$ cat src/lgsm_pkg.sv
// package: register map, field layout and reset values for the led/gpio strap pin mux
package lgsm_pkg;
    // register byte offsets
    localparam logic [7:0] OFS_INDICATOR_CONFIG = 8'h00;
    localparam logic [7:0] OFS_GEN_IO_CONFIG = 8'h04;
    localparam logic [7:0] OFS_GEN_IO_DATA_DIR = 8'h08;
    localparam logic [7:0] OFS_STRAP_STATUS = 8'h0C;
    // indicator config fields
    localparam int IND_EN_ONE_BIT = 0;
    localparam int IND_EN_TWO_BIT = 1;
    localparam int IND_FUNC_LSB = 8;
    localparam int IND_FUNC_W = 3;
    // gen io config: per pin open-drain select
    localparam int GIO_OD_LSB = 0;
    // data/dir: data bits [1:0], direction bits [9:8] (1 = output), input bits [17:16]
    localparam int GIO_DATA_LSB = 0;
    localparam int GIO_DIR_LSB = 8;
    localparam int GIO_IN_LSB = 16;
    // strap status fields
    localparam int ST_EEPROM_BIT = 0;
    localparam int ST_PHY_BIT = 1;
    localparam int ST_LARGE_BIT = 2;
    // reset values
    localparam logic [31:0] RST_INDICATOR_CONFIG = 32'h0000_0000;
    localparam logic [31:0] RST_GEN_IO_CONFIG = 32'h0000_0000;
    localparam logic [31:0] RST_GEN_IO_DATA_DIR = 32'h0000_0000;
    // function codes at or above this use the open-drain/open-source buffer
    localparam logic [2:0] FUNC_OD_MIN = 3'h4;
    // strap straps are pulled up; value seen before the first sample
    localparam logic STRAP_RST_VAL = 1'b1;
    // cycles after reset release before the strap sample is taken
    localparam logic [1:0] STRAP_SETTLE = 2'h3;
endpackage

$ cat src/lgsm_pin.sv
// one shared pin: indicator or general io output buffer selection
`timescale 1ns/1ps
module lgsm_pin (
    input wire logic led_en,
    input wire logic led_od,
    input wire logic led_pol,
    input wire logic led_on,
    input wire logic gio_dir_out,
    input wire logic gio_od,
    input wire logic gio_data,
    input wire logic strap_hold,
    output logic pin_o,
    output logic pin_oe
);
    // pin stays undriven while straps are being sampled
    always_comb begin
        pin_o = 1'b0;
        pin_oe = 1'b0;
        if (strap_hold) begin
            pin_o = 1'b0;
            pin_oe = 1'b0;
        end else if (led_en) begin
            if (led_od) begin
                // active level follows strap: drive only when asserted
                pin_o = led_pol;
                pin_oe = led_on;
            end else begin
                pin_o = led_on;
                pin_oe = 1'b1;
            end
        end else if (gio_dir_out) begin
            if (gio_od) begin
                pin_o = 1'b0;
                pin_oe = ~gio_data;
            end else begin
                pin_o = gio_data;
                pin_oe = 1'b1;
            end
        end
    end
endmodule // lgsm_pin

$ cat src/lgsm_top.sv
// top: apb registers, strap latch and two shared indicator/general-io pins
// Overview of operation
// - led enable set drives the pin with its indicator function
// - three-bit function field picks push-pull or open-drain/open-source buffer
// - open-drain indicator polarity follows that pin's latched strap
// - led enable clear makes the pin a general io
// - general io is push-pull out, open-drain out or schmitt input
// - eeprom strap low selects 1K to 16K bit eeprom range
// - eeprom strap high selects 32K to 512K bit eeprom range
// - latched port 1 phy strap feeds port 0 and 1 mode selection
// - straps latch at power-on and at external reset release
`timescale 1ns/1ps
module lgsm_top (
    input wire logic MCLK,
    input wire logic RST_B,
    input wire logic PSEL,
    input wire logic PENABLE,
    input wire logic PWRITE,
    input wire logic [7:0] PADDR,
    input wire logic [31:0] PWDATA,
    output logic [31:0] PRDATA,
    output logic PREADY,
    output logic PSLVERR,
    input wire logic [1:0] IND_ACTIVE,
    input wire logic [1:0] PIN_I,
    output logic [1:0] PIN_O,
    output logic [1:0] PIN_OE,
    output logic EEPROM_LARGE,
    output logic PORT1_INTERNAL_PHY_STRAP
);
    // timing after reset release, in clock edges:
    //   edges 1 to 3: pins released, strap resistors settle through the synchroniser
    //   edge 4: straps taken from the second synchroniser flop, pins handed back
    //   later: latched straps move only on the next reset, whatever the board does
    // apb: zero wait states; read data is staged in the setup cycle
    // limitation: a pad level read over apb lags the pin by three edges

    // strap capture phases; settle keeps both pins released
    typedef enum {LGSM_SETTLE, LGSM_RUN} lgsm_strap_e;

    // two-flop synchronisers for the pad inputs
    logic [1:0] sync1_q, sync1_d;
    logic [1:0] sync2_q, sync2_d;
    // registers
    logic [31:0] ind_cfg_q, ind_cfg_d;
    logic [31:0] gio_cfg_q, gio_cfg_d;
    logic [31:0] gio_dd_q, gio_dd_d;
    logic [31:0] prdata_q, prdata_d;
    // strap capture
    logic [1:0] strap_q, strap_d;
    logic [1:0] settle_q, settle_d;
    lgsm_strap_e phase_q, phase_d;
    logic hold;
    logic [1:0] led_en, gio_od, gio_dir, gio_dat, led_pol;
    logic led_od;
    logic wr_en, rd_en, addr_ok;
    logic sel_ind, sel_gio, sel_dd, sel_st;
    logic [31:0] dd_word, strap_word;

    // pad sampling; first flop only feeds the second
    always_comb begin
        sync1_d = PIN_I;
        sync2_d = sync1_q;
    end

    always_ff @(posedge MCLK) begin
        sync1_q <= sync1_d;
        sync2_q <= sync2_d;
    end

    // strap window: pins released, pull-ups settle, then one sample
    always_comb begin
        settle_d = settle_q;
        phase_d = phase_q;
        strap_d = strap_q;
        hold = 1'b0;
        case (phase_q)
            LGSM_SETTLE: begin
                hold = 1'b1;
                if (settle_q == lgsm_pkg::STRAP_SETTLE) begin
                    strap_d = sync2_q;
                    phase_d = LGSM_RUN; // straps frozen from here on
                end else begin
                    settle_d = settle_q + 2'h1;
                end
            end
            LGSM_RUN: begin
                // nothing moves the straps until the next reset
                phase_d = LGSM_RUN;
            end
            default: begin
                // an unknown phase falls back to settle without clearing the settle count
                phase_d = LGSM_SETTLE;
            end
        endcase
    end

    // reset covers both power-on and the external pin; both rearm the sample
    // power-on is expected to arrive as RST_B low as well
    always_ff @(posedge MCLK) begin
        if (!RST_B) begin
            settle_q <= 2'h0;
            phase_q <= LGSM_SETTLE;
            strap_q <= {2{lgsm_pkg::STRAP_RST_VAL}};
        end else begin
            settle_q <= settle_d;
            phase_q <= phase_d;
            strap_q <= strap_d;
        end
    end

    // pin 0 is indicator one (phy strap), pin 1 is indicator two (eeprom strap)
    always_comb begin
        EEPROM_LARGE = strap_q[1]; // low: small range, high: large range
        PORT1_INTERNAL_PHY_STRAP = strap_q[0]; // to port mode decode
    end

    // apb decode: zero wait states, unmapped reads zero and flag an error
    // one select per register feeds the error flag; the read and write maps decode PADDR on their own
    always_comb begin
        sel_ind = (PADDR == lgsm_pkg::OFS_INDICATOR_CONFIG);
        sel_gio = (PADDR == lgsm_pkg::OFS_GEN_IO_CONFIG);
        sel_dd = (PADDR == lgsm_pkg::OFS_GEN_IO_DATA_DIR);
        sel_st = (PADDR == lgsm_pkg::OFS_STRAP_STATUS);
        addr_ok = sel_ind || sel_gio || sel_dd || sel_st;
        wr_en = PSEL && PENABLE && PWRITE;
        rd_en = PSEL && !PENABLE && !PWRITE;
        PREADY = 1'b1;
        PSLVERR = PSEL && PENABLE && !addr_ok;
        PRDATA = prdata_q;
    end

    // read views that mix live state into a register word
    always_comb begin
        dd_word = gio_dd_q;
        dd_word[lgsm_pkg::GIO_IN_LSB +: 2] = sync2_q; // schmitt input
        strap_word = 32'h0000_0000;
        strap_word[lgsm_pkg::ST_EEPROM_BIT] = strap_q[1];
        strap_word[lgsm_pkg::ST_PHY_BIT] = strap_q[0];
        strap_word[lgsm_pkg::ST_LARGE_BIT] = strap_q[1]; // set means the large range
    end

    // register writes; the strap status word has no write path
    always_comb begin
        ind_cfg_d = ind_cfg_q;
        gio_cfg_d = gio_cfg_q;
        gio_dd_d = gio_dd_q;
        if (wr_en) begin
            case (PADDR)
                lgsm_pkg::OFS_INDICATOR_CONFIG: ind_cfg_d = PWDATA;
                lgsm_pkg::OFS_GEN_IO_CONFIG: gio_cfg_d = PWDATA;
                lgsm_pkg::OFS_GEN_IO_DATA_DIR: gio_dd_d = PWDATA;
                default: ;
            endcase
        end
    end

    always_ff @(posedge MCLK) begin
        if (!RST_B) begin
            ind_cfg_q <= lgsm_pkg::RST_INDICATOR_CONFIG;
            gio_cfg_q <= lgsm_pkg::RST_GEN_IO_CONFIG;
            gio_dd_q <= lgsm_pkg::RST_GEN_IO_DATA_DIR;
        end else begin
            ind_cfg_q <= ind_cfg_d;
            gio_cfg_q <= gio_cfg_d;
            gio_dd_q <= gio_dd_d;
        end
    end

    // read data staged in the setup cycle so PRDATA comes from a flop
    always_comb begin
        prdata_d = prdata_q;
        if (rd_en) begin
            case (PADDR)
                lgsm_pkg::OFS_INDICATOR_CONFIG: prdata_d = ind_cfg_q;
                lgsm_pkg::OFS_GEN_IO_CONFIG: prdata_d = gio_cfg_q;
                lgsm_pkg::OFS_GEN_IO_DATA_DIR: prdata_d = dd_word;
                lgsm_pkg::OFS_STRAP_STATUS: prdata_d = strap_word;
                default: prdata_d = 32'h0000_0000;
            endcase
        end
    end

    // held until the next read setup, so a slow master still sees it
    always_ff @(posedge MCLK) begin
        if (!RST_B) begin
            prdata_q <= 32'h0000_0000;
        end else begin
            prdata_q <= prdata_d;
        end
    end

    // field extraction shared by both pins
    // one function field serves both pins, so their buffer type always matches
    always_comb begin
        led_en[0] = ind_cfg_q[lgsm_pkg::IND_EN_ONE_BIT];
        led_en[1] = ind_cfg_q[lgsm_pkg::IND_EN_TWO_BIT];
        led_od = ind_cfg_q[lgsm_pkg::IND_FUNC_LSB +: lgsm_pkg::IND_FUNC_W]
                 >= lgsm_pkg::FUNC_OD_MIN;
        gio_od = gio_cfg_q[lgsm_pkg::GIO_OD_LSB +: 2];
        gio_dir = gio_dd_q[lgsm_pkg::GIO_DIR_LSB +: 2];
        gio_dat = gio_dd_q[lgsm_pkg::GIO_DATA_LSB +: 2];
        led_pol = strap_q;
    end

    // one output stage per shared pin
    for (genvar i = 0; i < 2; i++) begin : g_pin
        lgsm_pin u_pin (
            .led_en(led_en[i]),
            .led_od(led_od),
            .led_pol(led_pol[i]),
            .led_on(IND_ACTIVE[i]),
            .gio_dir_out(gio_dir[i]),
            .gio_od(gio_od[i]),
            .gio_data(gio_dat[i]),
            .strap_hold(hold),
            .pin_o(PIN_O[i]),
            .pin_oe(PIN_OE[i])
        );
    end
endmodule // lgsm_top

$ cat config.mk
export PLATFORM = sky130hd
export DESIGN_NAME = lgsm_top
export DESIGN_NICKNAME = d
export VERILOG_FILES = /design/src/lgsm_pkg.sv /design/src/lgsm_pin.sv /design/src/lgsm_top.sv
export SDC_FILE = /design/constraint.sdc
export NUM_CORES = 1
export LEC_CHECK = 0
export ABC_AREA = 1
export CORE_MARGIN = 2
export CORE_UTILIZATION = 68
export DETAILED_ROUTE_END_ITERATION = 8
export DONT_BUFFER_PORTS = 1
export GPL_TIMING_DRIVEN = 0
export MAX_ROUTING_LAYER = met4
export PLACE_DENSITY = 0.81
export SYNTH_ARGS = -nofsm -noshare
export SYNTH_HDL_FRONTEND = slang
export SYNTH_SLANG_ARGS = --single-unit
export TNS_END_PERCENT = 50
$ cat constraint.sdc
create_clock -name MCLK -period 3.6 [get_ports MCLK]
set_clock_uncertainty 0.15 [all_clocks]
set_input_delay 0 -clock MCLK [delete_from_list [all_inputs] [get_ports MCLK]]
set_output_delay 0 -clock MCLK [all_outputs]
set_load 0.01 [all_outputs]
==> results of run 1 <==
-- worst max-delay path by stage --
stage,from,to,slack [ns],cells after the start
finish,PADDR[6],ind_cfg_q[2],0.18,13
global route,PADDR[6],ind_cfg_q[2],0.06,13
CTS,PADDR[2],gio_cfg_q[25],0.12,13
detailed placement,RST_B,ind_cfg_q[17],2.09,5
global placement,RST_B,gio_dd_q[7],2.12,5
floorplan,PADDR[5],PRDATA[22],2.44,11
-- critical path, stage by stage --
cell	delay (ns)
sky130_fd_sc_hd__dlygate4sd3_1	0.54
sky130_fd_sc_hd__nor2_1	0.10
sky130_fd_sc_hd__dlygate4sd3_1	0.59
sky130_fd_sc_hd__nand2_2	0.07
sky130_fd_sc_hd__dlygate4sd3_1	0.60
sky130_fd_sc_hd__nor2_4	0.21
sky130_fd_sc_hd__inv_2	0.08
sky130_fd_sc_hd__nor2_4	0.13
sky130_fd_sc_hd__inv_2	0.11
sky130_fd_sc_hd__nor2_1	0.10
sky130_fd_sc_hd__dlygate4sd3_1	0.56
sky130_fd_sc_hd__nor2_1	0.04
sky130_fd_sc_hd__dlygate4sd3_1	0.55
-- cell families after synthesis --
logic type | share of synthesized area [%]
AND/OR/NAND/NOR | 32.2
AO/OA/AOI/OAI | 13.3
flip-flops | 47.7
buffers and inverters | 6.55
adder cells (fa/ha/maj) | 0.221
other | 0.0661
-- routing by layer --
layer	GRT usage [%]	vias to the layer above
met1	51.0	2715
met3	9.96	101
met2	64.1	469
met5	-	-
met4	23.2	0
li1	-	2671
-- timing repair --
action	in CTS	in global routing
hold buffers	64	2
hold endpoints to repair	133	4
endpoints found under the setup margin	0	2
buffers inserted	0	0
resized for setup	0	6
-- area by class of cell --
class	instances	area [sq um]
Buffer	54	310
Multi-Input combinational cell	568	2600
Clock buffer	19	432
Timing Repair Buffer	65	653
Tap cell	105	131
Fill cell	443	1070
Inverter	18	70.1
Sequential cell	135	2700
Clock inverter	13	171
-- layout by cell type (no fill, tap or decap), types with 2 or more instances in the layout --
cell	Yosys	final
sky130_fd_sc_hd__buf_8	2	2
sky130_fd_sc_hd__a21oi_2	10	10
sky130_fd_sc_hd__inv_2	5	5
sky130_fd_sc_hd__dfxtp_1	135	135
sky130_fd_sc_hd__inv_1	10	10
sky130_fd_sc_hd__inv_6	0	2
sky130_fd_sc_hd__dlygate4sd3_1	0	64
sky130_fd_sc_hd__clkbuf_16	0	16
sky130_fd_sc_hd__clkbuf_1	18	19
sky130_fd_sc_hd__nor2_1	196	196
sky130_fd_sc_hd__clkinv_2	2	3
sky130_fd_sc_hd__o21ai_1	19	19
sky130_fd_sc_hd__nor2_4	4	4
sky130_fd_sc_hd__nor2_2	2	2
sky130_fd_sc_hd__nand3_1	51	51
sky130_fd_sc_hd__buf_2	21	19
sky130_fd_sc_hd__nand2_1	132	132
sky130_fd_sc_hd__a21oi_1	30	30
sky130_fd_sc_hd__buf_4	11	12
sky130_fd_sc_hd__o21ai_0	81	81
sky130_fd_sc_hd__nand2_2	22	22
sky130_fd_sc_hd__bufinv_16	0	3
sky130_fd_sc_hd__nand3_2	10	10
sky130_fd_sc_hd__nor3_1	5	5
sky130_fd_sc_hd__clkinvlp_4	0	2
sky130_fd_sc_hd__clkinv_4	0	5
sky130_fd_sc_hd__buf_6	1	2
sky130_fd_sc_hd__clkbuf_8	0	2
-- per-stage QoR --
step           hold WS (ns)  area (sq um)  total power (W)
2_1_floorplan        -0.122          5670          0.00164
3_3_place_gp         -0.122          5800          0.00167
3_5_place_dp         -0.122          5800          0.00167
4_1_cts              0.0163          7050          0.00345
5_1_grt              0.0286          7070          0.00355
6_report             0.0103          7070          0.00348
-- power by group through the flow --
stage / logic (W) / clock network (W) / registers, W
finish: 0.000174 / 0.00177 / 0.00153
global route: 0.000187 / 0.00183 / 0.00153
CTS: 0.000163 / 0.00175 / 0.00153
detailed placement: 0.000107 / 0 / 0.00157
global placement: 0.000103 / 0 / 0.00156
floorplan: 0.0000790 / 0 / 0.00156
-- flip-flops by register name, summed over array words and instances, names as in the netlist --
register and flops:
PRDATA 32, gio_cfg_q 32, ind_cfg_q 32, gio_dd_q 30
led_pol 2, settle_q 2, sync1_q 2, sync2_q 2
phase_q 1
==> run_summary.xml, run 1 <==
<?xml version="1.0" encoding="UTF-8"?>
<metrics>
  <group name="layout">
    <metric name="post-route-util" unit="%">86.9</metric>
    <metric name="design.final.nets" unit="">909</metric>
    <metric name="post_layout_nonfiller_instances" unit="">977</metric>
    <metric name="fraction_of_final_layout_cells_with_drive_strength_greater_than_1" unit="%">14.2</metric>
    <metric name="diodes" unit="">0</metric>
    <metric name="syn2layout_area_growth" unit="%">24.6</metric>
  </group>
  <group name="route">
    <metric name="route.detailed.drc" unit="">0</metric>
    <metric name="initialDrtViolationCount" unit="">697</metric>
    <metric name="routed_wirelength" unit="microns">18500</metric>
    <metric name="first_pass_detailed_route_iteration_total" unit="">7</metric>
    <metric name="routed_wire_length_per_instance" unit="microns">18.9</metric>
    <metric name="wl_met3" unit="microns">2170</metric>
    <metric name="via_per_inst" unit="">6.10</metric>
    <metric name="postRouteAntennaNets" unit="">0</metric>
    <metric name="via_count" unit="">5956</metric>
    <metric name="wirelength_met1" unit="microns">6930</metric>
    <metric name="met2WireLength" unit="microns">8370</metric>
    <metric name="top_layer" unit="">met4</metric>
  </group>
  <group name="place">
    <metric name="post-place-ws" unit="ns">2.09</metric>
    <metric name="globalplace.congestion" unit="">0.914</metric>
    <metric name="place_inst" unit="">880</metric>
    <metric name="buffer_ports.inserted" unit="">0</metric>
    <metric name="hpwl_reported_at_the_end_of_detailed_placement" unit="microns">10700</metric>
  </group>
  <group name="critical_path">
    <metric name="crit_type" unit="">input port to register</metric>
    <metric name="worstRegToRegCells" unit="">6</metric>
    <metric name="setup.worst_path.end_class" unit="">register</metric>
    <metric name="timing.critical_path.required" unit="ns">3.87</metric>
    <metric name="regToRegStartpoint" unit="">led_pol[1]</metric>
    <metric name="worstReg2RegEnd" unit="">PRDATA[0]</metric>
    <metric name="regToRegSetupSlack" unit="ns">1.29</metric>
    <metric name="cp_max_fo" unit="">8</metric>
    <metric name="worst-endpoint-arrival" unit="ns">3.69</metric>
    <metric name="setup.worst_path.start_class" unit="">input port</metric>
  </group>
  <group name="job">
    <metric name="max_cap_viol_count" unit="">0</metric>
  </group>
  <group name="global_route">
    <metric name="overflow" unit="">0</metric>
    <metric name="grt_antenna_before_repair" unit="">0</metric>
    <metric name="grt_max_degree" unit="">17</metric>
    <metric name="via_count_of_the_first_global_routing_pass" unit="">5570</metric>
    <metric name="first_pass_grt_wire_length" unit="microns">27600</metric>
    <metric name="global_route_usage_sum" unit="%">41.9</metric>
  </group>
  <group name="yosys">
    <metric name="yosysSeqAreaShare" unit="%">47.7</metric>
    <metric name="yosysMostFrequentCell" unit="">sky130_fd_sc_hd__nor2_1</metric>
    <metric name="yosysTopAreaCellShare" unit="%">47.7</metric>
    <metric name="synth-edff-count" unit="">0</metric>
    <metric name="synth.yosys.warnings" unit="">0</metric>
    <metric name="synthTopCellsByArea" unit="">sky130_fd_sc_hd__dfxtp_1 48%, sky130_fd_sc_hd__nor2_1 13%, sky130_fd_sc_hd__nand2_1 8.7%</metric>
    <metric name="synth_top_flop_cell" unit="">sky130_fd_sc_hd__dfxtp_1</metric>
    <metric name="postSynthAreaPerCell" unit="sq um">7.32</metric>
    <metric name="synthesis.nets" unit="">825</metric>
    <metric name="synthDistinctLibCells" unit="">29</metric>
    <metric name="yosysTopAreaCell" unit="">sky130_fd_sc_hd__dfxtp_1</metric>
    <metric name="synth-seq-cells" unit="">135</metric>
    <metric name="synthTopCellsByCount" unit="">196 x sky130_fd_sc_hd__nor2_1, 135 x sky130_fd_sc_hd__dfxtp_1, 132 x sky130_fd_sc_hd__nand2_1</metric>
    <metric name="count_of_mapped_cells_out_of_synthesis" unit="">775</metric>
    <metric name="synth-async-reset-ratio" unit="%">0</metric>
    <metric name="post_synth_instance_area" unit="sq mm">0.00567</metric>
  </group>
  <group name="timing">
    <metric name="rsz0062_at_grt" unit="">false</metric>
    <metric name="finalSetupViolCount" unit="">0</metric>
    <metric name="fin_ws" unit="ns">0.181</metric>
    <metric name="final_period_minus_worst_setup_slack" unit="ns">3.42</metric>
    <metric name="max_freq" unit="MHz">293</metric>
    <metric name="drv_slew" unit="">0</metric>
    <metric name="totalNegativeSetupSlack" unit="ns">0</metric>
    <metric name="worstMarginPinSlew" unit="ns">0.762</metric>
    <metric name="finalHoldViolCount" unit="">0</metric>
    <metric name="post-route-period-util" unit="%">95.0</metric>
    <metric name="timing.max_slew.rel_slack" unit="%">49.2</metric>
  </group>
  <group name="floorplanning">
    <metric name="floorplan.die.height" unit="microns">95.3</metric>
    <metric name="initial_core_util" unit="%">69.7</metric>
    <metric name="die_area" unit="sq mm">0.00909</metric>
    <metric name="rows" unit="">33</metric>
    <metric name="floorplan.io_pins" unit="">89</metric>
    <metric name="core-area" unit="sq mm">0.00813</metric>
    <metric name="die_w" unit="microns">95.3</metric>
  </group>
  <group name="power">
    <metric name="switching_share" unit="%">23.4</metric>
    <metric name="seq_power_share" unit="%">44.1</metric>
    <metric name="power_density" unit="mW/mm^2">492</metric>
    <metric name="vdd_ir_drop_max" unit="uV">461</metric>
    <metric name="clock_power_share" unit="%">50.9</metric>
    <metric name="p_comb_share" unit="%">5.0</metric>
    <metric name="power.internal" unit="W">0.00266</metric>
    <metric name="switching_power_of_the_nets" unit="W">0.000814</metric>
    <metric name="power_leakage" unit="nW">3.08</metric>
  </group>
  <group name="clock_tree">
    <metric name="cts-buffers-inserted" unit="">17</metric>
    <metric name="clk_root_buffer_cell" unit="">sky130_fd_sc_hd__clkbuf_8</metric>
    <metric name="htree_levels" unit="">4</metric>
    <metric name="cts_tree" unit="">yes</metric>
    <metric name="cts.reportedPaths.clkPinSlew" unit="ns">0.06</metric>
    <metric name="cts_num_sinks" unit="">135</metric>
    <metric name="cts.path.max_buffers" unit="">2</metric>
    <metric name="clkLatencyLatePin" unit="ns">0.53</metric>
  </group>
  <group name="hold_path">
    <metric name="whs_path_depth" unit="">5</metric>
    <metric name="hp-start" unit="">PENABLE</metric>
    <metric name="worstHoldPathType" unit="">input port to register</metric>
    <metric name="hold-path-endpoint" unit="">gio_dd_q[0]</metric>
  </group>
  <group name="run_status">
    <metric name="outcome" unit="">complete, no violations</metric>
  </group>
</metrics>
(Power assumes the default switching activity.)
==> run 2, diff against run 1 <==
CELL_PAD_IN_SITES_DETAIL_PLACEMENT = 1   (was not set)
CELL_PAD_IN_SITES_GLOBAL_PLACEMENT = 2   (was not set)
CORE_UTILIZATION = 38   (was 68)
PLACE_DENSITY = 0.8   (was 0.81)
==> run_summary.xml, run 2 (same netlist as run 1, synthesis figures left out) <==
<?xml version="1.0" encoding="UTF-8"?>
<metrics>
  <group name="critical_path">
    <metric name="worstReg2RegEnd" unit="">PRDATA[0]</metric>
    <metric name="crit_type" unit="">input port to register</metric>
    <metric name="timing.critical_path.required" unit="ns">3.83</metric>
    <metric name="slowest_stage" unit="">sky130_fd_sc_hd__dlygate4sd3_1</metric>
    <metric name="setup.worst_path.end_class" unit="">register</metric>
    <metric name="max_stage_delay" unit="ns">0.61</metric>
    <metric name="setup.worst_path.start_class" unit="">input port</metric>
    <metric name="cp_max_fo" unit="">5</metric>
    <metric name="regToRegSetupSlack" unit="ns">1.89</metric>
    <metric name="worst-endpoint-arrival" unit="ns">2.94</metric>
    <metric name="cell_breakdown_of_the_critical_path" unit="">dlygate4sd3_1 -&gt; nor2_1 -&gt; dlygate4sd3_1 -&gt; nand2_1 -&gt; nor2_4 -&gt; dlygate4sd3_1 -&gt; nand2_1 -&gt; nand2_1 -&gt; o21ai_0 -&gt; a21oi_1 -&gt; dlygate4sd3_1</metric>
    <metric name="regToRegStartpoint" unit="">led_pol[1]</metric>
    <metric name="cp_common_cell" unit="">sky130_fd_sc_hd__dlygate4sd3_1</metric>
    <metric name="worstRegToRegCells" unit="">5</metric>
  </group>
  <group name="route">
    <metric name="routed_wire_length_per_instance" unit="microns">19.3</metric>
    <metric name="via_count" unit="">5428</metric>
    <metric name="top_layer" unit="">met4</metric>
    <metric name="postRouteAntennaNets" unit="">0</metric>
    <metric name="met2WireLength" unit="microns">9590</metric>
    <metric name="via_per_inst" unit="">5.22</metric>
    <metric name="route.detailed.drc" unit="">0</metric>
    <metric name="wl_met3" unit="microns">998</metric>
    <metric name="routed_wirelength" unit="microns">20100</metric>
    <metric name="wirelength_met1" unit="microns">9190</metric>
    <metric name="initialDrtViolationCount" unit="">304</metric>
    <metric name="first_pass_detailed_route_iteration_total" unit="">4</metric>
  </group>
  <group name="power">
    <metric name="power_density" unit="mW/mm^2">521</metric>
    <metric name="power_leakage" unit="nW">3.02</metric>
    <metric name="vdd_ir_drop_max" unit="uV">327</metric>
  </group>
  <group name="layout">
    <metric name="post_layout_nonfiller_instances" unit="">1040</metric>
    <metric name="fraction_of_final_layout_cells_with_drive_strength_greater_than_1" unit="%">14.5</metric>
    <metric name="layout_commonest_cell" unit="">sky130_fd_sc_hd__nor2_1</metric>
    <metric name="design.final.nets" unit="">893</metric>
    <metric name="diodes" unit="">0</metric>
    <metric name="highest_count_cells_in_the_layout_ignoring_fill_and_taps" unit="">196 x sky130_fd_sc_hd__nor2_1, 135 x sky130_fd_sc_hd__dfxtp_1, 132 x sky130_fd_sc_hd__nand2_1</metric>
    <metric name="final.fill_count" unit="">1809</metric>
    <metric name="post-route-util" unit="%">48.5</metric>
    <metric name="syn2layout_area_growth" unit="%">24.4</metric>
  </group>
  <group name="timing">
    <metric name="timing.max_slew.rel_slack" unit="%">54.8</metric>
    <metric name="post-route-period-util" unit="%">75.3</metric>
    <metric name="drv_slew" unit="">0</metric>
    <metric name="worstMarginPinSlew" unit="ns">0.679</metric>
    <metric name="rsz0062_at_grt" unit="">false</metric>
    <metric name="finalSetupViolCount" unit="">0</metric>
    <metric name="max_freq" unit="MHz">369</metric>
    <metric name="totalNegativeSetupSlack" unit="ns">0</metric>
    <metric name="whs" unit="ns">0.00953</metric>
    <metric name="finalHoldViolCount" unit="">0</metric>
    <metric name="final_period_minus_worst_setup_slack" unit="ns">2.71</metric>
  </group>
  <group name="clock_tree">
    <metric name="cts-buffers-inserted" unit="">17</metric>
    <metric name="htree_levels" unit="">4</metric>
    <metric name="clkLatencyLatePin" unit="ns">0.44</metric>
    <metric name="cts.reportedPaths.clkPinSlew" unit="ns">0.06</metric>
    <metric name="cts_tree" unit="">yes</metric>
    <metric name="cts.path.max_buffers" unit="">2</metric>
    <metric name="cts_num_sinks" unit="">135</metric>
    <metric name="clk_root_buffer_cell" unit="">sky130_fd_sc_hd__clkbuf_16</metric>
    <metric name="post_cts_buffers" unit="">0</metric>
  </group>
  <group name="global_route">
    <metric name="global_route_usage_sum" unit="%">27.2</metric>
    <metric name="overflow" unit="">0</metric>
    <metric name="via_count_of_the_first_global_routing_pass" unit="">5948</metric>
    <metric name="grt_max_degree" unit="">17</metric>
    <metric name="first_pass_grt_wire_length" unit="microns">32200</metric>
    <metric name="grt_antenna_before_repair" unit="">0</metric>
  </group>
  <group name="floorplanning">
    <metric name="floorplan.die.height" unit="microns">126</metric>
    <metric name="die_area" unit="sq mm">0.0159</metric>
    <metric name="core-area" unit="sq mm">0.0145</metric>
    <metric name="die_w" unit="microns">126</metric>
    <metric name="initial_core_util" unit="%">39.0</metric>
    <metric name="rows" unit="">44</metric>
    <metric name="floorplan.io_pins" unit="">89</metric>
  </group>
  <group name="hold_path">
    <metric name="worstHoldPathType" unit="">input port to primary output</metric>
    <metric name="whs_path_depth" unit="">2</metric>
    <metric name="hp-start" unit="">PENABLE</metric>
    <metric name="hold-path-endpoint" unit="">PSLVERR</metric>
  </group>
  <group name="job">
    <metric name="max_cap_viol_count" unit="">0</metric>
  </group>
  <group name="place">
    <metric name="globalplace.congestion" unit="">0.853</metric>
    <metric name="place_inst" unit="">959</metric>
    <metric name="buffer_ports.inserted" unit="">0</metric>
    <metric name="hpwl_reported_at_the_end_of_detailed_placement" unit="microns">13300</metric>
  </group>
  <group name="run_status">
    <metric name="outcome" unit="">complete, no violations</metric>
  </group>
</metrics>
## run 2: layer usage
layer / vias up / track usage [%]
met4: 0 / 7.50
met1: 2648 / 34.0
met5: - / -
met2: 121 / 43.9
li1: 2633 / -
met3: 26 / 6.58
## run 2: power breakdown
| group | leakage, nW | internal, W | switching, W |
|---|---|---|---|
| Clock | 0.315 | 0.00126 | 0.000711 |
| Sequential | 1.09 | 0.00151 | 0.0000218 |
| Combinational | 1.62 | 0.0000639 | 0.000107 |
| Total | 3.02 | 0.00283 | 0.000841 |
## run 2: repair_timing
action | CTS | global route
gates resized for setup | 0 | 0
hold buffers | 49 | 0
hold endpoints to repair | 128 | 0
## run 2: final cells by class
| class | count | area [sq um] | area share (%) |
|---|---|---|---|
| plain buffers | 54 | 302 | 4.28 |
| well taps | 184 | 230 | 3.26 |
| inverters | 18 | 70.1 | 0.993 |
| clock buffers | 19 | 443 | 6.28 |
| clock inverters | 13 | 218 | 3.09 |
| repair buffers | 49 | 490 | 6.95 |
| multi-input cells | 568 | 2600 | 36.8 |
| flip-flops and latches | 135 | 2700 | 38.3 |
## run 2: per-stage QoR
| stage | power, W | worst slack [ns] | area, sq um |
|---|---|---|---|
| after global placement | 0.00168 | 1.88 | 5900 |
| after floorplan | 0.00164 | 2.44 | 5670 |
| final | 0.00367 | 0.890 | 7050 |
| after global routing | 0.00378 | 0.702 | 7050 |
| after CTS | 0.00370 | 0.911 | 7050 |
| after detailed placement | 0.00168 | 1.86 | 5900 |
## run 2: worst max-delay path by stage
stage	from	to	slack [ns]	cells after the start
global route	PADDR[0]	PRDATA[0]	0.70	11
floorplan	PADDR[5]	PRDATA[22]	2.44	11
CTS	PADDR[0]	PRDATA[0]	0.91	11
global placement	PWRITE	PRDATA[20]	1.88	5
detailed placement	PWRITE	PRDATA[25]	1.86	5
finish	PADDR[0]	PRDATA[0]	0.89	11
## run 2: worst max-delay path, delay by kind of cell
| kind | cells | cell delay, ns |
|---|---|---|
| buffers and inverters | 4 | 2.27 |
| and+or+nand+nor | 5 | 0.46 |
| AOI/OAI and AO/OA | 2 | 0.21 |
